<file path="src/rtl/rsel_defs.vh">
// Constants for the receive status, replacement and loopback block
`ifndef RSEL_DEFS_VH
`define RSEL_DEFS_VH

// Register byte offsets (AXI4-Lite, one word each)
`define RSEL_OFS_CFG_A     8'h00
`define RSEL_OFS_DEEMPH_A  8'h04
`define RSEL_OFS_STAT_A    8'h08
`define RSEL_OFS_CFG_B     8'h10
`define RSEL_OFS_DEEMPH_B  8'h14
`define RSEL_OFS_STAT_B    8'h18
`define RSEL_OFS_GLOBAL    8'h20

// Channel configuration fields
`define RSEL_CFG_W         19
`define RSEL_CFG_RST       19'h00000
`define RSEL_CFG_DEC_EN    0
`define RSEL_CFG_COMMA_EN  1
`define RSEL_CFG_LOS_EN    2
`define RSEL_CFG_SYNC_EN   3
`define RSEL_CFG_PLL_EN    4
`define RSEL_CFG_DERR_EN   5
`define RSEL_CFG_RATE_EN   6
`define RSEL_CFG_GAIN_EN   7
`define RSEL_CFG_AZ_EN     8
`define RSEL_CFG_REP_LOS   9
`define RSEL_CFG_REP_SYNC  10
`define RSEL_CFG_REP_PLL   11
`define RSEL_CFG_REP_BRD   12
`define RSEL_CFG_REP_AZ    13
`define RSEL_CFG_REP_GAIN  14
`define RSEL_CFG_LOOP_LSB  16
`define RSEL_CFG_LOOP_MSB  18

// Loopback modes
`define RSEL_LOOP_OFF      3'h0
`define RSEL_LOOP_SHL_LOC  3'h1
`define RSEL_LOOP_DEEP_LOC 3'h2
`define RSEL_LOOP_DEEP_REM 3'h3
`define RSEL_LOOP_SHL_REM  3'h4

// De-emphasis pre/post-cursor field
`define RSEL_DEEMPH_W      9
`define RSEL_DEEMPH_RST    9'h000

// Global register
`define RSEL_GLB_BRD_EN    0
`define RSEL_GLB_RST       1'h0

// Status register fields
`define RSEL_STAT_W        8
`define RSEL_STAT_LOS      0
`define RSEL_STAT_OUT      1
`define RSEL_STAT_SYNC     2
`define RSEL_STAT_PLL      3
`define RSEL_STAT_DERR     4
`define RSEL_STAT_RATE     5
`define RSEL_STAT_GAIN     6
`define RSEL_STAT_AZ       7

// Replacement symbol K30.7: control 1, byte FE
`define RSEL_K30_7         9'h1FE

// AXI responses
`define RSEL_RESP_OKAY     2'h0
`define RSEL_RESP_SLVERR   2'h2

`endif

</file>
<file path="src/rtl/rsel_top.v">
// Receive status combining, symbol replacement and loopback, two channels
`timescale 1ns/1ps
`include "rsel_defs.vh"

module rsel_chan (
  input  wire                      core_clk,
  input  wire                      srst,
  input  wire [`RSEL_CFG_W-1:0]    cfg,
  input  wire                      brd_los_en,
  input  wire                      board_status_input,
  input  wire                      los_det,
  input  wire                      sync_lost,
  input  wire                      pll_unlock,
  input  wire                      rate_sense_locked,
  input  wire                      gain_ctrl_locked,
  input  wire                      autozero_cal_done,
  input  wire [19:0]               tx_par_in,
  input  wire [19:0]               rx_deser_in,
  output reg  [19:0]               rx_par_out_reg,
  output reg  [19:0]               tx_ser_out_reg,
  output reg                       sig_loss_reg,
  output reg                       sync_allow_reg,
  output reg  [`RSEL_STAT_W-1:0]   stat_reg
);
  wire [2:0]  loop_mode;
  reg  [19:0] rx_src;
  reg  [19:0] rx_fix;
  reg  [19:0] tx_next;
  wire        dec_en;
  wire        comma_en;
  wire        dec_err;
  wire        sync_term;
  wire        opt_rep;
  wire        sig_loss_next;

  assign loop_mode = cfg[`RSEL_CFG_LOOP_MSB:`RSEL_CFG_LOOP_LSB];
  assign dec_en    = cfg[`RSEL_CFG_DEC_EN];
  assign comma_en  = cfg[`RSEL_CFG_COMMA_EN];

  // Receive source: serdes, or one of the two local loopback taps
  always @* begin
    if (loop_mode == `RSEL_LOOP_SHL_LOC) begin
      rx_src = tx_par_in;                              // [RULE_18]
    end else if (loop_mode == `RSEL_LOOP_DEEP_LOC) begin
      // Word already through the serializer stage comes back in
      rx_src = tx_ser_out_reg;                         // [RULE_19]
    end else begin
      rx_src = rx_deser_in;
    end
  end

  // Error flags exist only when the decoder fills bits 19 and 9
  assign dec_err = dec_en & (rx_src[19] | rx_src[9]);

  // Uncoded mode needs comma detection before sync loss may count
  assign sync_term = cfg[`RSEL_CFG_SYNC_EN] & sync_lost &
                     (dec_en | comma_en);              // [RULE_04] [RULE_05] [RULE_23]

  assign sig_loss_next =
      (cfg[`RSEL_CFG_LOS_EN] & los_det) |              // [RULE_01]
      (brd_los_en & ~board_status_input) |             // [RULE_03]
      sync_term |
      (cfg[`RSEL_CFG_PLL_EN] & pll_unlock) |           // [RULE_06]
      (cfg[`RSEL_CFG_DERR_EN] & dec_err) |             // [RULE_07]
      (cfg[`RSEL_CFG_RATE_EN] & ~rate_sense_locked) |  // [RULE_08]
      (cfg[`RSEL_CFG_GAIN_EN] & ~gain_ctrl_locked) |   // [RULE_09]
      (cfg[`RSEL_CFG_AZ_EN] & ~autozero_cal_done);     // [RULE_10] [RULE_11]

  assign opt_rep =
      (cfg[`RSEL_CFG_REP_LOS] & los_det) |             // [RULE_14]
      (cfg[`RSEL_CFG_REP_SYNC] & sync_lost) |          // [RULE_14]
      (cfg[`RSEL_CFG_REP_PLL] & pll_unlock) |          // [RULE_15]
      (cfg[`RSEL_CFG_REP_BRD] & ~board_status_input) | // [RULE_16]
      (cfg[`RSEL_CFG_REP_AZ] & ~autozero_cal_done) |   // [RULE_16]
      (cfg[`RSEL_CFG_REP_GAIN] & ~gain_ctrl_locked);   // [RULE_16]

  // Replacement; the error bit is kept so downstream still sees it
  always @* begin
    if (dec_en) begin
      rx_fix[19:10] = (opt_rep | rx_src[19]) ?
                      {rx_src[19], `RSEL_K30_7} :
                      rx_src[19:10];                   // [RULE_12] [RULE_13]
      rx_fix[9:0]   = (opt_rep | rx_src[9]) ?
                      {rx_src[9], `RSEL_K30_7} :
                      rx_src[9:0];                     // [RULE_12] [RULE_13]
    end else begin
      rx_fix = opt_rep ? 20'h00000 : rx_src;           // [RULE_13]
    end
  end

  // Transmit word: parallel input, or a remote loopback tap
  always @* begin
    if (loop_mode == `RSEL_LOOP_SHL_REM) begin
      tx_next = rx_fix;                                // [RULE_21]
    end else if (loop_mode == `RSEL_LOOP_DEEP_REM) begin
      tx_next = rx_par_out_reg;                        // [RULE_20]
    end else begin
      tx_next = tx_par_in;
    end
  end

  // All decisions are taken on the same edge as the data word
  always @(posedge core_clk) begin
    if (srst) begin
      rx_par_out_reg <= 20'h00000;
      tx_ser_out_reg <= 20'h00000;
      sig_loss_reg   <= 1'b0;
      sync_allow_reg <= 1'b0;
      stat_reg       <= 8'h00;
    end else begin
      rx_par_out_reg <= rx_fix;                        // [RULE_25]
      tx_ser_out_reg <= tx_next;
      sig_loss_reg   <= sig_loss_next;                 // [RULE_11] [RULE_25]
      sync_allow_reg <= ~(cfg[`RSEL_CFG_REP_LOS] & los_det); // [RULE_17]
      stat_reg[`RSEL_STAT_LOS]  <= los_det;            // [RULE_02]
      stat_reg[`RSEL_STAT_OUT]  <= sig_loss_next;
      stat_reg[`RSEL_STAT_SYNC] <= sync_lost;
      stat_reg[`RSEL_STAT_PLL]  <= pll_unlock;
      stat_reg[`RSEL_STAT_DERR] <= dec_err;
      stat_reg[`RSEL_STAT_RATE] <= rate_sense_locked;
      stat_reg[`RSEL_STAT_GAIN] <= gain_ctrl_locked;
      stat_reg[`RSEL_STAT_AZ]   <= autozero_cal_done;
    end
  end
endmodule

// How it works
// RULE_01 - Detector reaches output only when enabled
// RULE_02 - Signal-loss detector readable as status bit
// RULE_03 - Inverted board input ORed into both outputs
// RULE_04 - Sync loss ORed into output when enabled
// RULE_05 - Uncoded mode: sync term needs comma detection
// RULE_06 - PLL unlock ORed into output when enabled
// RULE_07 - Decode or disparity error ORed when enabled
// RULE_08 - Rate-sense unlocked ORed when enabled
// RULE_09 - Gain-control unlocked ORed when enabled
// RULE_10 - Auto-zero not done ORed when enabled
// RULE_11 - Output high while any enabled term active
// RULE_12 - Bad symbols always become K30.7 when decoding
// RULE_13 - Optional replacement: K30.7 or all zeros
// RULE_14 - Replace on signal loss or sync loss
// RULE_15 - Replace on PLL unlock when enabled
// RULE_16 - Replace on low board, auto-zero, gain flags
// RULE_17 - Sync blocked while loss replacement sees loss
// RULE_18 - Shallow local loopback skips the serdes
// RULE_19 - Deep local loopback goes through serdes
// RULE_20 - Deep remote loopback taps output register
// RULE_21 - Shallow remote loopback taps before register
// RULE_22 - Programmable pre/post-cursor de-emphasis field
// RULE_23 - Comma detection has its own enable
// RULE_24 - Channel B is an independent copy
// RULE_25 - Decisions registered with their data word
module rsel_top (
  input  wire                      core_clk,
  input  wire                      srst,
  input  wire [7:0]                s_axi_awaddr,
  input  wire                      s_axi_awvalid,
  output reg                       s_axi_awready,
  input  wire [31:0]               s_axi_wdata,
  input  wire [3:0]                s_axi_wstrb,
  input  wire                      s_axi_wvalid,
  output reg                       s_axi_wready,
  output reg  [1:0]                s_axi_bresp,
  output reg                       s_axi_bvalid,
  input  wire                      s_axi_bready,
  input  wire [7:0]                s_axi_araddr,
  input  wire                      s_axi_arvalid,
  output reg                       s_axi_arready,
  output reg  [31:0]               s_axi_rdata,
  output reg  [1:0]                s_axi_rresp,
  output reg                       s_axi_rvalid,
  input  wire                      s_axi_rready,
  input  wire                      board_status_input,
  input  wire                      los_det_ch_a,
  input  wire                      sync_lost_ch_a,
  input  wire                      pll_unlock_ch_a,
  input  wire                      rate_sense_locked_ch_a,
  input  wire                      gain_ctrl_locked_ch_a,
  input  wire                      autozero_cal_done_ch_a,
  input  wire [19:0]               tx_par_in_ch_a,
  input  wire [19:0]               rx_deser_in_ch_a,
  output wire [19:0]               rx_par_out_ch_a,
  output wire [19:0]               tx_ser_out_ch_a,
  output wire                      sig_loss_out_ch_a,
  output wire                      sync_allow_ch_a,
  output reg  [`RSEL_DEEMPH_W-1:0] deemph_ch_a,
  input  wire                      los_det_ch_b,
  input  wire                      sync_lost_ch_b,
  input  wire                      pll_unlock_ch_b,
  input  wire                      rate_sense_locked_ch_b,
  input  wire                      gain_ctrl_locked_ch_b,
  input  wire                      autozero_cal_done_ch_b,
  input  wire [19:0]               tx_par_in_ch_b,
  input  wire [19:0]               rx_deser_in_ch_b,
  output wire [19:0]               rx_par_out_ch_b,
  output wire [19:0]               tx_ser_out_ch_b,
  output wire                      sig_loss_out_ch_b,
  output wire                      sync_allow_ch_b,
  output reg  [`RSEL_DEEMPH_W-1:0] deemph_ch_b
);
  reg  [`RSEL_CFG_W-1:0]  cfg_a_reg;
  reg  [`RSEL_CFG_W-1:0]  cfg_b_reg;
  reg                     glb_reg;
  wire [`RSEL_STAT_W-1:0] stat_a;
  wire [`RSEL_STAT_W-1:0] stat_b;
  wire                    wr_go;
  wire                    rd_go;
  wire [31:0]             wmask;
  reg  [31:0]             rd_word;
  reg                     rd_hit;
  reg                     wr_hit;

  assign wmask = {{8{s_axi_wstrb[3]}}, {8{s_axi_wstrb[2]}},
                  {8{s_axi_wstrb[1]}}, {8{s_axi_wstrb[0]}}};

  // Address and data are taken together; one write outstanding
  assign wr_go = s_axi_awready & s_axi_awvalid & s_axi_wvalid;
  assign rd_go = s_axi_arready & s_axi_arvalid;

  always @* begin
    wr_hit = 1'b1;
    if (s_axi_awaddr == `RSEL_OFS_CFG_A) begin
      wr_hit = 1'b1;
    end else if (s_axi_awaddr == `RSEL_OFS_CFG_B) begin
      wr_hit = 1'b1;
    end else if (s_axi_awaddr == `RSEL_OFS_DEEMPH_A) begin
      wr_hit = 1'b1;
    end else if (s_axi_awaddr == `RSEL_OFS_DEEMPH_B) begin
      wr_hit = 1'b1;
    end else if (s_axi_awaddr == `RSEL_OFS_GLOBAL) begin
      wr_hit = 1'b1;
    end else if (s_axi_awaddr == `RSEL_OFS_STAT_A) begin
      wr_hit = 1'b1;
    end else if (s_axi_awaddr == `RSEL_OFS_STAT_B) begin
      wr_hit = 1'b1;
    end else begin
      wr_hit = 1'b0;
    end
  end

  always @* begin
    rd_hit  = 1'b1;
    rd_word = 32'h00000000;
    if (s_axi_araddr == `RSEL_OFS_CFG_A) begin
      rd_word[`RSEL_CFG_W-1:0] = cfg_a_reg;
    end else if (s_axi_araddr == `RSEL_OFS_CFG_B) begin
      rd_word[`RSEL_CFG_W-1:0] = cfg_b_reg;
    end else if (s_axi_araddr == `RSEL_OFS_DEEMPH_A) begin
      rd_word[`RSEL_DEEMPH_W-1:0] = deemph_ch_a;
    end else if (s_axi_araddr == `RSEL_OFS_DEEMPH_B) begin
      rd_word[`RSEL_DEEMPH_W-1:0] = deemph_ch_b;
    end else if (s_axi_araddr == `RSEL_OFS_STAT_A) begin
      rd_word[`RSEL_STAT_W-1:0] = stat_a;              // [RULE_02]
    end else if (s_axi_araddr == `RSEL_OFS_STAT_B) begin
      rd_word[`RSEL_STAT_W-1:0] = stat_b;              // [RULE_02]
    end else if (s_axi_araddr == `RSEL_OFS_GLOBAL) begin
      rd_word[`RSEL_GLB_BRD_EN] = glb_reg;
    end else begin
      rd_hit = 1'b0;
    end
  end

  always @(posedge core_clk) begin
    if (srst) begin
      s_axi_awready <= 1'b0;
      s_axi_wready  <= 1'b0;
      s_axi_bvalid  <= 1'b0;
      s_axi_bresp   <= `RSEL_RESP_OKAY;
      s_axi_arready <= 1'b0;
      s_axi_rvalid  <= 1'b0;
      s_axi_rresp   <= `RSEL_RESP_OKAY;
      s_axi_rdata   <= 32'h00000000;
      cfg_a_reg     <= `RSEL_CFG_RST;                  // [RULE_01]
      cfg_b_reg     <= `RSEL_CFG_RST;
      deemph_ch_a   <= `RSEL_DEEMPH_RST;
      deemph_ch_b   <= `RSEL_DEEMPH_RST;
      glb_reg       <= `RSEL_GLB_RST;
    end else begin
      // Ready is a one-cycle pulse raised once both channels hold
      s_axi_awready <= s_axi_awvalid & s_axi_wvalid & ~s_axi_awready &
                       ~s_axi_bvalid;
      s_axi_wready  <= s_axi_awvalid & s_axi_wvalid & ~s_axi_awready &
                       ~s_axi_bvalid;
      if (wr_go) begin
        s_axi_bvalid <= 1'b1;
        s_axi_bresp  <= wr_hit ? `RSEL_RESP_OKAY : `RSEL_RESP_SLVERR;
        if (s_axi_awaddr == `RSEL_OFS_CFG_A) begin
          cfg_a_reg <= (cfg_a_reg & ~wmask[`RSEL_CFG_W-1:0]) |
                       (s_axi_wdata[`RSEL_CFG_W-1:0] &
                        wmask[`RSEL_CFG_W-1:0]);
        end else if (s_axi_awaddr == `RSEL_OFS_CFG_B) begin
          cfg_b_reg <= (cfg_b_reg & ~wmask[`RSEL_CFG_W-1:0]) |
                       (s_axi_wdata[`RSEL_CFG_W-1:0] &
                        wmask[`RSEL_CFG_W-1:0]);  // [RULE_24]
        end else if (s_axi_awaddr == `RSEL_OFS_DEEMPH_A) begin
          deemph_ch_a <= (deemph_ch_a & ~wmask[`RSEL_DEEMPH_W-1:0]) |
                         (s_axi_wdata[`RSEL_DEEMPH_W-1:0] &
                          wmask[`RSEL_DEEMPH_W-1:0]); // [RULE_22]
        end else if (s_axi_awaddr == `RSEL_OFS_DEEMPH_B) begin
          deemph_ch_b <= (deemph_ch_b & ~wmask[`RSEL_DEEMPH_W-1:0]) |
                         (s_axi_wdata[`RSEL_DEEMPH_W-1:0] &
                          wmask[`RSEL_DEEMPH_W-1:0]); // [RULE_22]
        end else if (s_axi_awaddr == `RSEL_OFS_GLOBAL) begin
          if (s_axi_wstrb[0]) begin
            glb_reg <= s_axi_wdata[`RSEL_GLB_BRD_EN];
          end
        end
      end else if (s_axi_bvalid & s_axi_bready) begin
        s_axi_bvalid <= 1'b0;
      end
      s_axi_arready <= s_axi_arvalid & ~s_axi_arready & ~s_axi_rvalid;
      if (rd_go) begin
        s_axi_rvalid <= 1'b1;
        s_axi_rdata  <= rd_word;
        s_axi_rresp  <= rd_hit ? `RSEL_RESP_OKAY : `RSEL_RESP_SLVERR;
      end else if (s_axi_rvalid & s_axi_rready) begin
        s_axi_rvalid <= 1'b0;
      end
    end
  end

  rsel_chan u_chan_a (
    .core_clk           (core_clk),
    .srst               (srst),
    .cfg                (cfg_a_reg),
    .brd_los_en         (glb_reg),
    .board_status_input (board_status_input),
    .los_det            (los_det_ch_a),
    .sync_lost          (sync_lost_ch_a),
    .pll_unlock         (pll_unlock_ch_a),
    .rate_sense_locked  (rate_sense_locked_ch_a),
    .gain_ctrl_locked   (gain_ctrl_locked_ch_a),
    .autozero_cal_done  (autozero_cal_done_ch_a),
    .tx_par_in          (tx_par_in_ch_a),
    .rx_deser_in        (rx_deser_in_ch_a),
    .rx_par_out_reg     (rx_par_out_ch_a),
    .tx_ser_out_reg     (tx_ser_out_ch_a),
    .sig_loss_reg       (sig_loss_out_ch_a),
    .sync_allow_reg     (sync_allow_ch_a),
    .stat_reg           (stat_a)
  );

  // Second channel: same logic with its own configuration word
  rsel_chan u_chan_b (
    .core_clk           (core_clk),
    .srst               (srst),
    .cfg                (cfg_b_reg),
    .brd_los_en         (glb_reg),
    .board_status_input (board_status_input),
    .los_det            (los_det_ch_b),
    .sync_lost          (sync_lost_ch_b),
    .pll_unlock         (pll_unlock_ch_b),
    .rate_sense_locked  (rate_sense_locked_ch_b),
    .gain_ctrl_locked   (gain_ctrl_locked_ch_b),
    .autozero_cal_done  (autozero_cal_done_ch_b),
    .tx_par_in          (tx_par_in_ch_b),
    .rx_deser_in        (rx_deser_in_ch_b),
    .rx_par_out_reg     (rx_par_out_ch_b),
    .tx_ser_out_reg     (tx_ser_out_ch_b),
    .sig_loss_reg       (sig_loss_out_ch_b),
    .sync_allow_reg     (sync_allow_ch_b),
    .stat_reg           (stat_b)
  );
endmodule

</file>
<file path="config.mk">
export PLATFORM = sky130hd
export DESIGN_NAME = rsel_top
export DESIGN_NICKNAME = d
export VERILOG_FILES = /design/src/rtl/rsel_top.v
export VERILOG_INCLUDE_DIRS = /design/src /design/src/rtl
export SDC_FILE = /design/constraint.sdc
export NUM_CORES = 1
export LEC_CHECK = 0
export BUFFER_PORTS_ARGS = -buffer_cell sky130_fd_sc_hd__buf_2
export CORE_ASPECT_RATIO = 0.9
export CORE_MARGIN = 5
export CORE_UTILIZATION = 54
export DETAILED_ROUTE_END_ITERATION = 8
export PLACE_DENSITY = 0.87
export SYNTH_ARGS = -nofsm -noshare
export SYNTH_HDL_FRONTEND = slang
export SYNTH_SLANG_ARGS = --single-unit
</file>
<file path="constraint.sdc">
create_clock -name core_clk -period 2.9 [get_ports core_clk]
set_clock_uncertainty 0.2 [all_clocks]
set_input_delay 0.29 -clock core_clk [delete_from_list [all_inputs] [get_ports core_clk]]
set_output_delay 0.29 -clock core_clk [all_outputs]
set_load 0.005 [all_outputs]
</file>
==> results.yml <==
synth:
  netlist_instances: 886
  synth_area_per_cell_um2: 9.40
  synth-async-reset-ratio: 0
  mappedNetlistArea_um2: 8330
  number_of_distinct_library_cells_after_synthesis: 64
  netlist.area_leader.share: 0.433
  seq_area_frac_synth: 0.433
  synth_top_cells_by_area: "sky130_fd_sc_hd__dfxtp_1, sky130_fd_sc_hd__mux2i_1, sky130_fd_sc_hd__nor2_1"
  synth_top_cell_by_area: "sky130_fd_sc_hd__dfxtp_1"
  synth-edff-count: 0
  flip_flop_and_latch_count_after_synthesis: 180
  ys_warn_count: 0
  synth-main-ff-cell: "sky130_fd_sc_hd__dfxtp_1"
worst_setup_path:
  critPathKind: "primary input to flip-flop"
  worstSetupStartpointType: "primary input"
  crit_path_max_fanout: 3
  r2r_slack_ps: 560
  timing.rr.end: "u_chan_a.tx_ser_out_reg[4]$_SDFF_PP0_"
  end_kind: "flip-flop"
  worst_ep_required_time_ps: 3070
  cp.arrival_ps: 2780
  reg2regPathDepth: 5
die:
  start_util: 0.545
  die_width_um: 141
  io_pins: 295
  core_region_area_um2: 15300
  std_cell_rows: 43
  die_h_um: 128
  die_area_um2: 18000
clock_tree:
  cts-hold-fix-buffers: 58
  cts_tree: "yes"
  clock_tree.root_cell: "sky130_fd_sc_hd__clkbuf_16"
  cts-htree-levels: 4
  numClockSinks: 180
  clk_pin_slew_ps: 70
  cts_setup_buffers: 0
  total_cts_buffers: 17
  clk_latency_ps: 430
  cts_max_path_bufs: 2
  cts_resized: 0
sta:
  grt_setup_unrepaired: "false"
  final_min_period_over_clock_period: 0.903
  setup_viol: 0
  setup_total_negative_slack_ps: 0
  finalHoldViolations: 0
  maxSlewHeadroom: 0.453
  worst-slew-pin-transition_ps: 818
  finalCriticalPeriod_ps: 2620
  f_max_mhz: 382
  final-max-slew-violation-count: 0
pwr:
  ir_worst_vdd_v: 0.000465
  p_leak_uw: 0.00491
  power-per-cell-area_nw_per_um2: 504
drt:
  drt_first_iter_violations: 775
  initial_drt_pass_iterations: 7
  ant_nets: 0
  number_of_remaining_drc_errors: 0
  via_count: 8567
  routed_vias_inst: 6.11
  routed_wirelength_um: 28200
  route.detailed.wl_per_inst_um: 20.1
place:
  area_post_placement_um2: 9710
  globalplace.congestion: 0.890
  dp.cells: 1311
  place.detailed.hpwl_um: 19100
  io_buffer_count: 265
cells_and_area:
  layout.core_utilization: 0.714
  layout.cell_area.non_filler_um2: 10900
  area.growth.synth_to_final_pct: 30.9
  layout.filler_cells: 1118
  layout-drive-gt1-share: 0.301
  nets_final: 1338
  register_area_um2: 3600
  stdcell_count: 1403
  multi_input_area_um2: 4330
grt:
  busiest_layer: "met2"
  antenna_violations_before_repair: 0
  vias_in_the_first_global_route: 8215
  gr-usage-met2: 0.514
  grt_first_pass_wirelength_um: 43300
  met3_usage: 0.0642
  global_route.usage.total: 0.300
  grt_overflow: 0
  grt_max_degree: 58
  globalRouteMet1Util: 0.364
min_path:
  min_path_cells: 3
  hold_start: "s_axi_awaddr[2]"
  hold_path.class: "primary input to flip-flop"
  timing.hold.worst_endpoint: "s_axi_bresp[1]$_SDFFE_PP0P_"
run:
  drv.max_cap_violation_count: 0
outcome:
  run_status: "finished clean"
## area by class of cell
| class | count | area share |
|---|---|---|
| antenna | 2 | 0.000459 |
| clock buffer | 18 | 0.0403 |
| sequential | 180 | 0.330 |
| multi-input combinational | 631 | 0.397 |
| clock inverter | 14 | 0.0155 |
| inverter | 15 | 0.00516 |
| tap | 202 | 0.0232 |
| timing repair buffer | 341 | 0.187 |
## worst max-delay path, cell delays in order
cell                            delay, ps
sky130_fd_sc_hd__dlygate4sd3_1        560
sky130_fd_sc_hd__buf_2                150
sky130_fd_sc_hd__or3b_2               520
sky130_fd_sc_hd__nor4_1               420
sky130_fd_sc_hd__nand3_1              150
sky130_fd_sc_hd__dlygate4sd3_1        580
sky130_fd_sc_hd__a21oi_1              120
## worst max path at each step
stage	startpoint	to
CTS	s_axi_awaddr[0]	flip-flop
floorplan	flip-flop	u_chan_a.tx_ser_out_reg[14]$_SDFF_PP0_
finish	s_axi_awaddr[0]	flip-flop
global route	s_axi_awaddr[0]	flip-flop
global placement	flip-flop	u_chan_b.rx_par_out_reg[1]$_SDFF_PP0_
detailed placement	s_axi_araddr[1]	s_axi_rdata[12]$_SDFFE_PP0P_
## synthesized netlist by cell type (3+ instances only)
library cell	instances
sky130_fd_sc_hd__inv_1	15
sky130_fd_sc_hd__a21oi_1	42
sky130_fd_sc_hd__clkbuf_1	26
sky130_fd_sc_hd__a22oi_1	18
sky130_fd_sc_hd__buf_4	20
sky130_fd_sc_hd__o22ai_1	17
sky130_fd_sc_hd__nor2_1	126
sky130_fd_sc_hd__buf_2	22
sky130_fd_sc_hd__buf_1	4
sky130_fd_sc_hd__o221ai_1	32
sky130_fd_sc_hd__nand4_1	3
sky130_fd_sc_hd__nand2_2	3
sky130_fd_sc_hd__a32oi_1	8
sky130_fd_sc_hd__nand2_1	32
sky130_fd_sc_hd__o21ai_1	4
sky130_fd_sc_hd__nor3_4	3
sky130_fd_sc_hd__nand3b_1	3
sky130_fd_sc_hd__nor2b_1	18
sky130_fd_sc_hd__nand3_1	8
sky130_fd_sc_hd__a221oi_1	19
sky130_fd_sc_hd__a21oi_2	5
sky130_fd_sc_hd__o21ai_0	43
sky130_fd_sc_hd__o21a_1	3
sky130_fd_sc_hd__o22a_1	21
sky130_fd_sc_hd__nor4_1	6
sky130_fd_sc_hd__nor3_2	4
sky130_fd_sc_hd__o211ai_1	3
sky130_fd_sc_hd__a22o_1	7
sky130_fd_sc_hd__mux2_2	14
sky130_fd_sc_hd__nor3_1	8
sky130_fd_sc_hd__nand2b_1	15
sky130_fd_sc_hd__and2_1	4
sky130_fd_sc_hd__mux2i_1	111
sky130_fd_sc_hd__dfxtp_1	180
## cell usage in the layout, fill, tap and decap left out, drive strengths merged, types with 17 or more instances in the layout
master / instances
a21oi: 47
a221oi: 19
a22oi: 18
buf: 283
clkbuf: 18
dfxtp: 180
dlygate4sd3: 58
inv: 22
mux2i: 111
nand2: 35
nor2: 127
nor2b: 18
o21ai: 49
o221ai: 32
o22a: 21
o22ai: 17
## kinds of logic (layout without fill, tap and decap cells)
| group | count (synthesis) | in the layout | synth area share |
|---|---|---|---|
| AO/OA/AOI/OAI | 240 | 240 | 0.205 |
| buffers and inverters | 89 | 388 | 0.0542 |
| flip-flops | 180 | 180 | 0.433 |
| multiplexers | 126 | 126 | 0.155 |
| other | 1 | 17 | 0.000450 |
| AND/OR/NAND/NOR | 250 | 250 | 0.152 |
## power by group
group	internal [uW]	total (uW)	switching (uW)
Combinational	253	520	267
Sequential	2540	2580	39.5
Clock	1320	2390	1070
Total	4120	5500	1380
## routing by layer
| metal | wire [um] | part of all wire | vias up |
|---|---|---|---|
| met3 | 2490 | 0.088 | 113 |
| met2 | 13700 | 0.49 | 549 |
| met4 | 1190 | 0.042 | 0 |
| met1 | 10800 | 0.38 | 4037 |
| li1 | - | - | 3868 |
| met5 | 0 | 0 | - |
## stage by stage
step	power, uW	worst slack, ps	hold WS [ps]
after floorplan	2850	1060	186
after global placement	3070	721	232
after detailed placement	3080	692	247
after CTS	5500	452	3.84
after global routing	5670	156	26.0
final	5500	281	25.5
(Power assumes the default switching activity.)
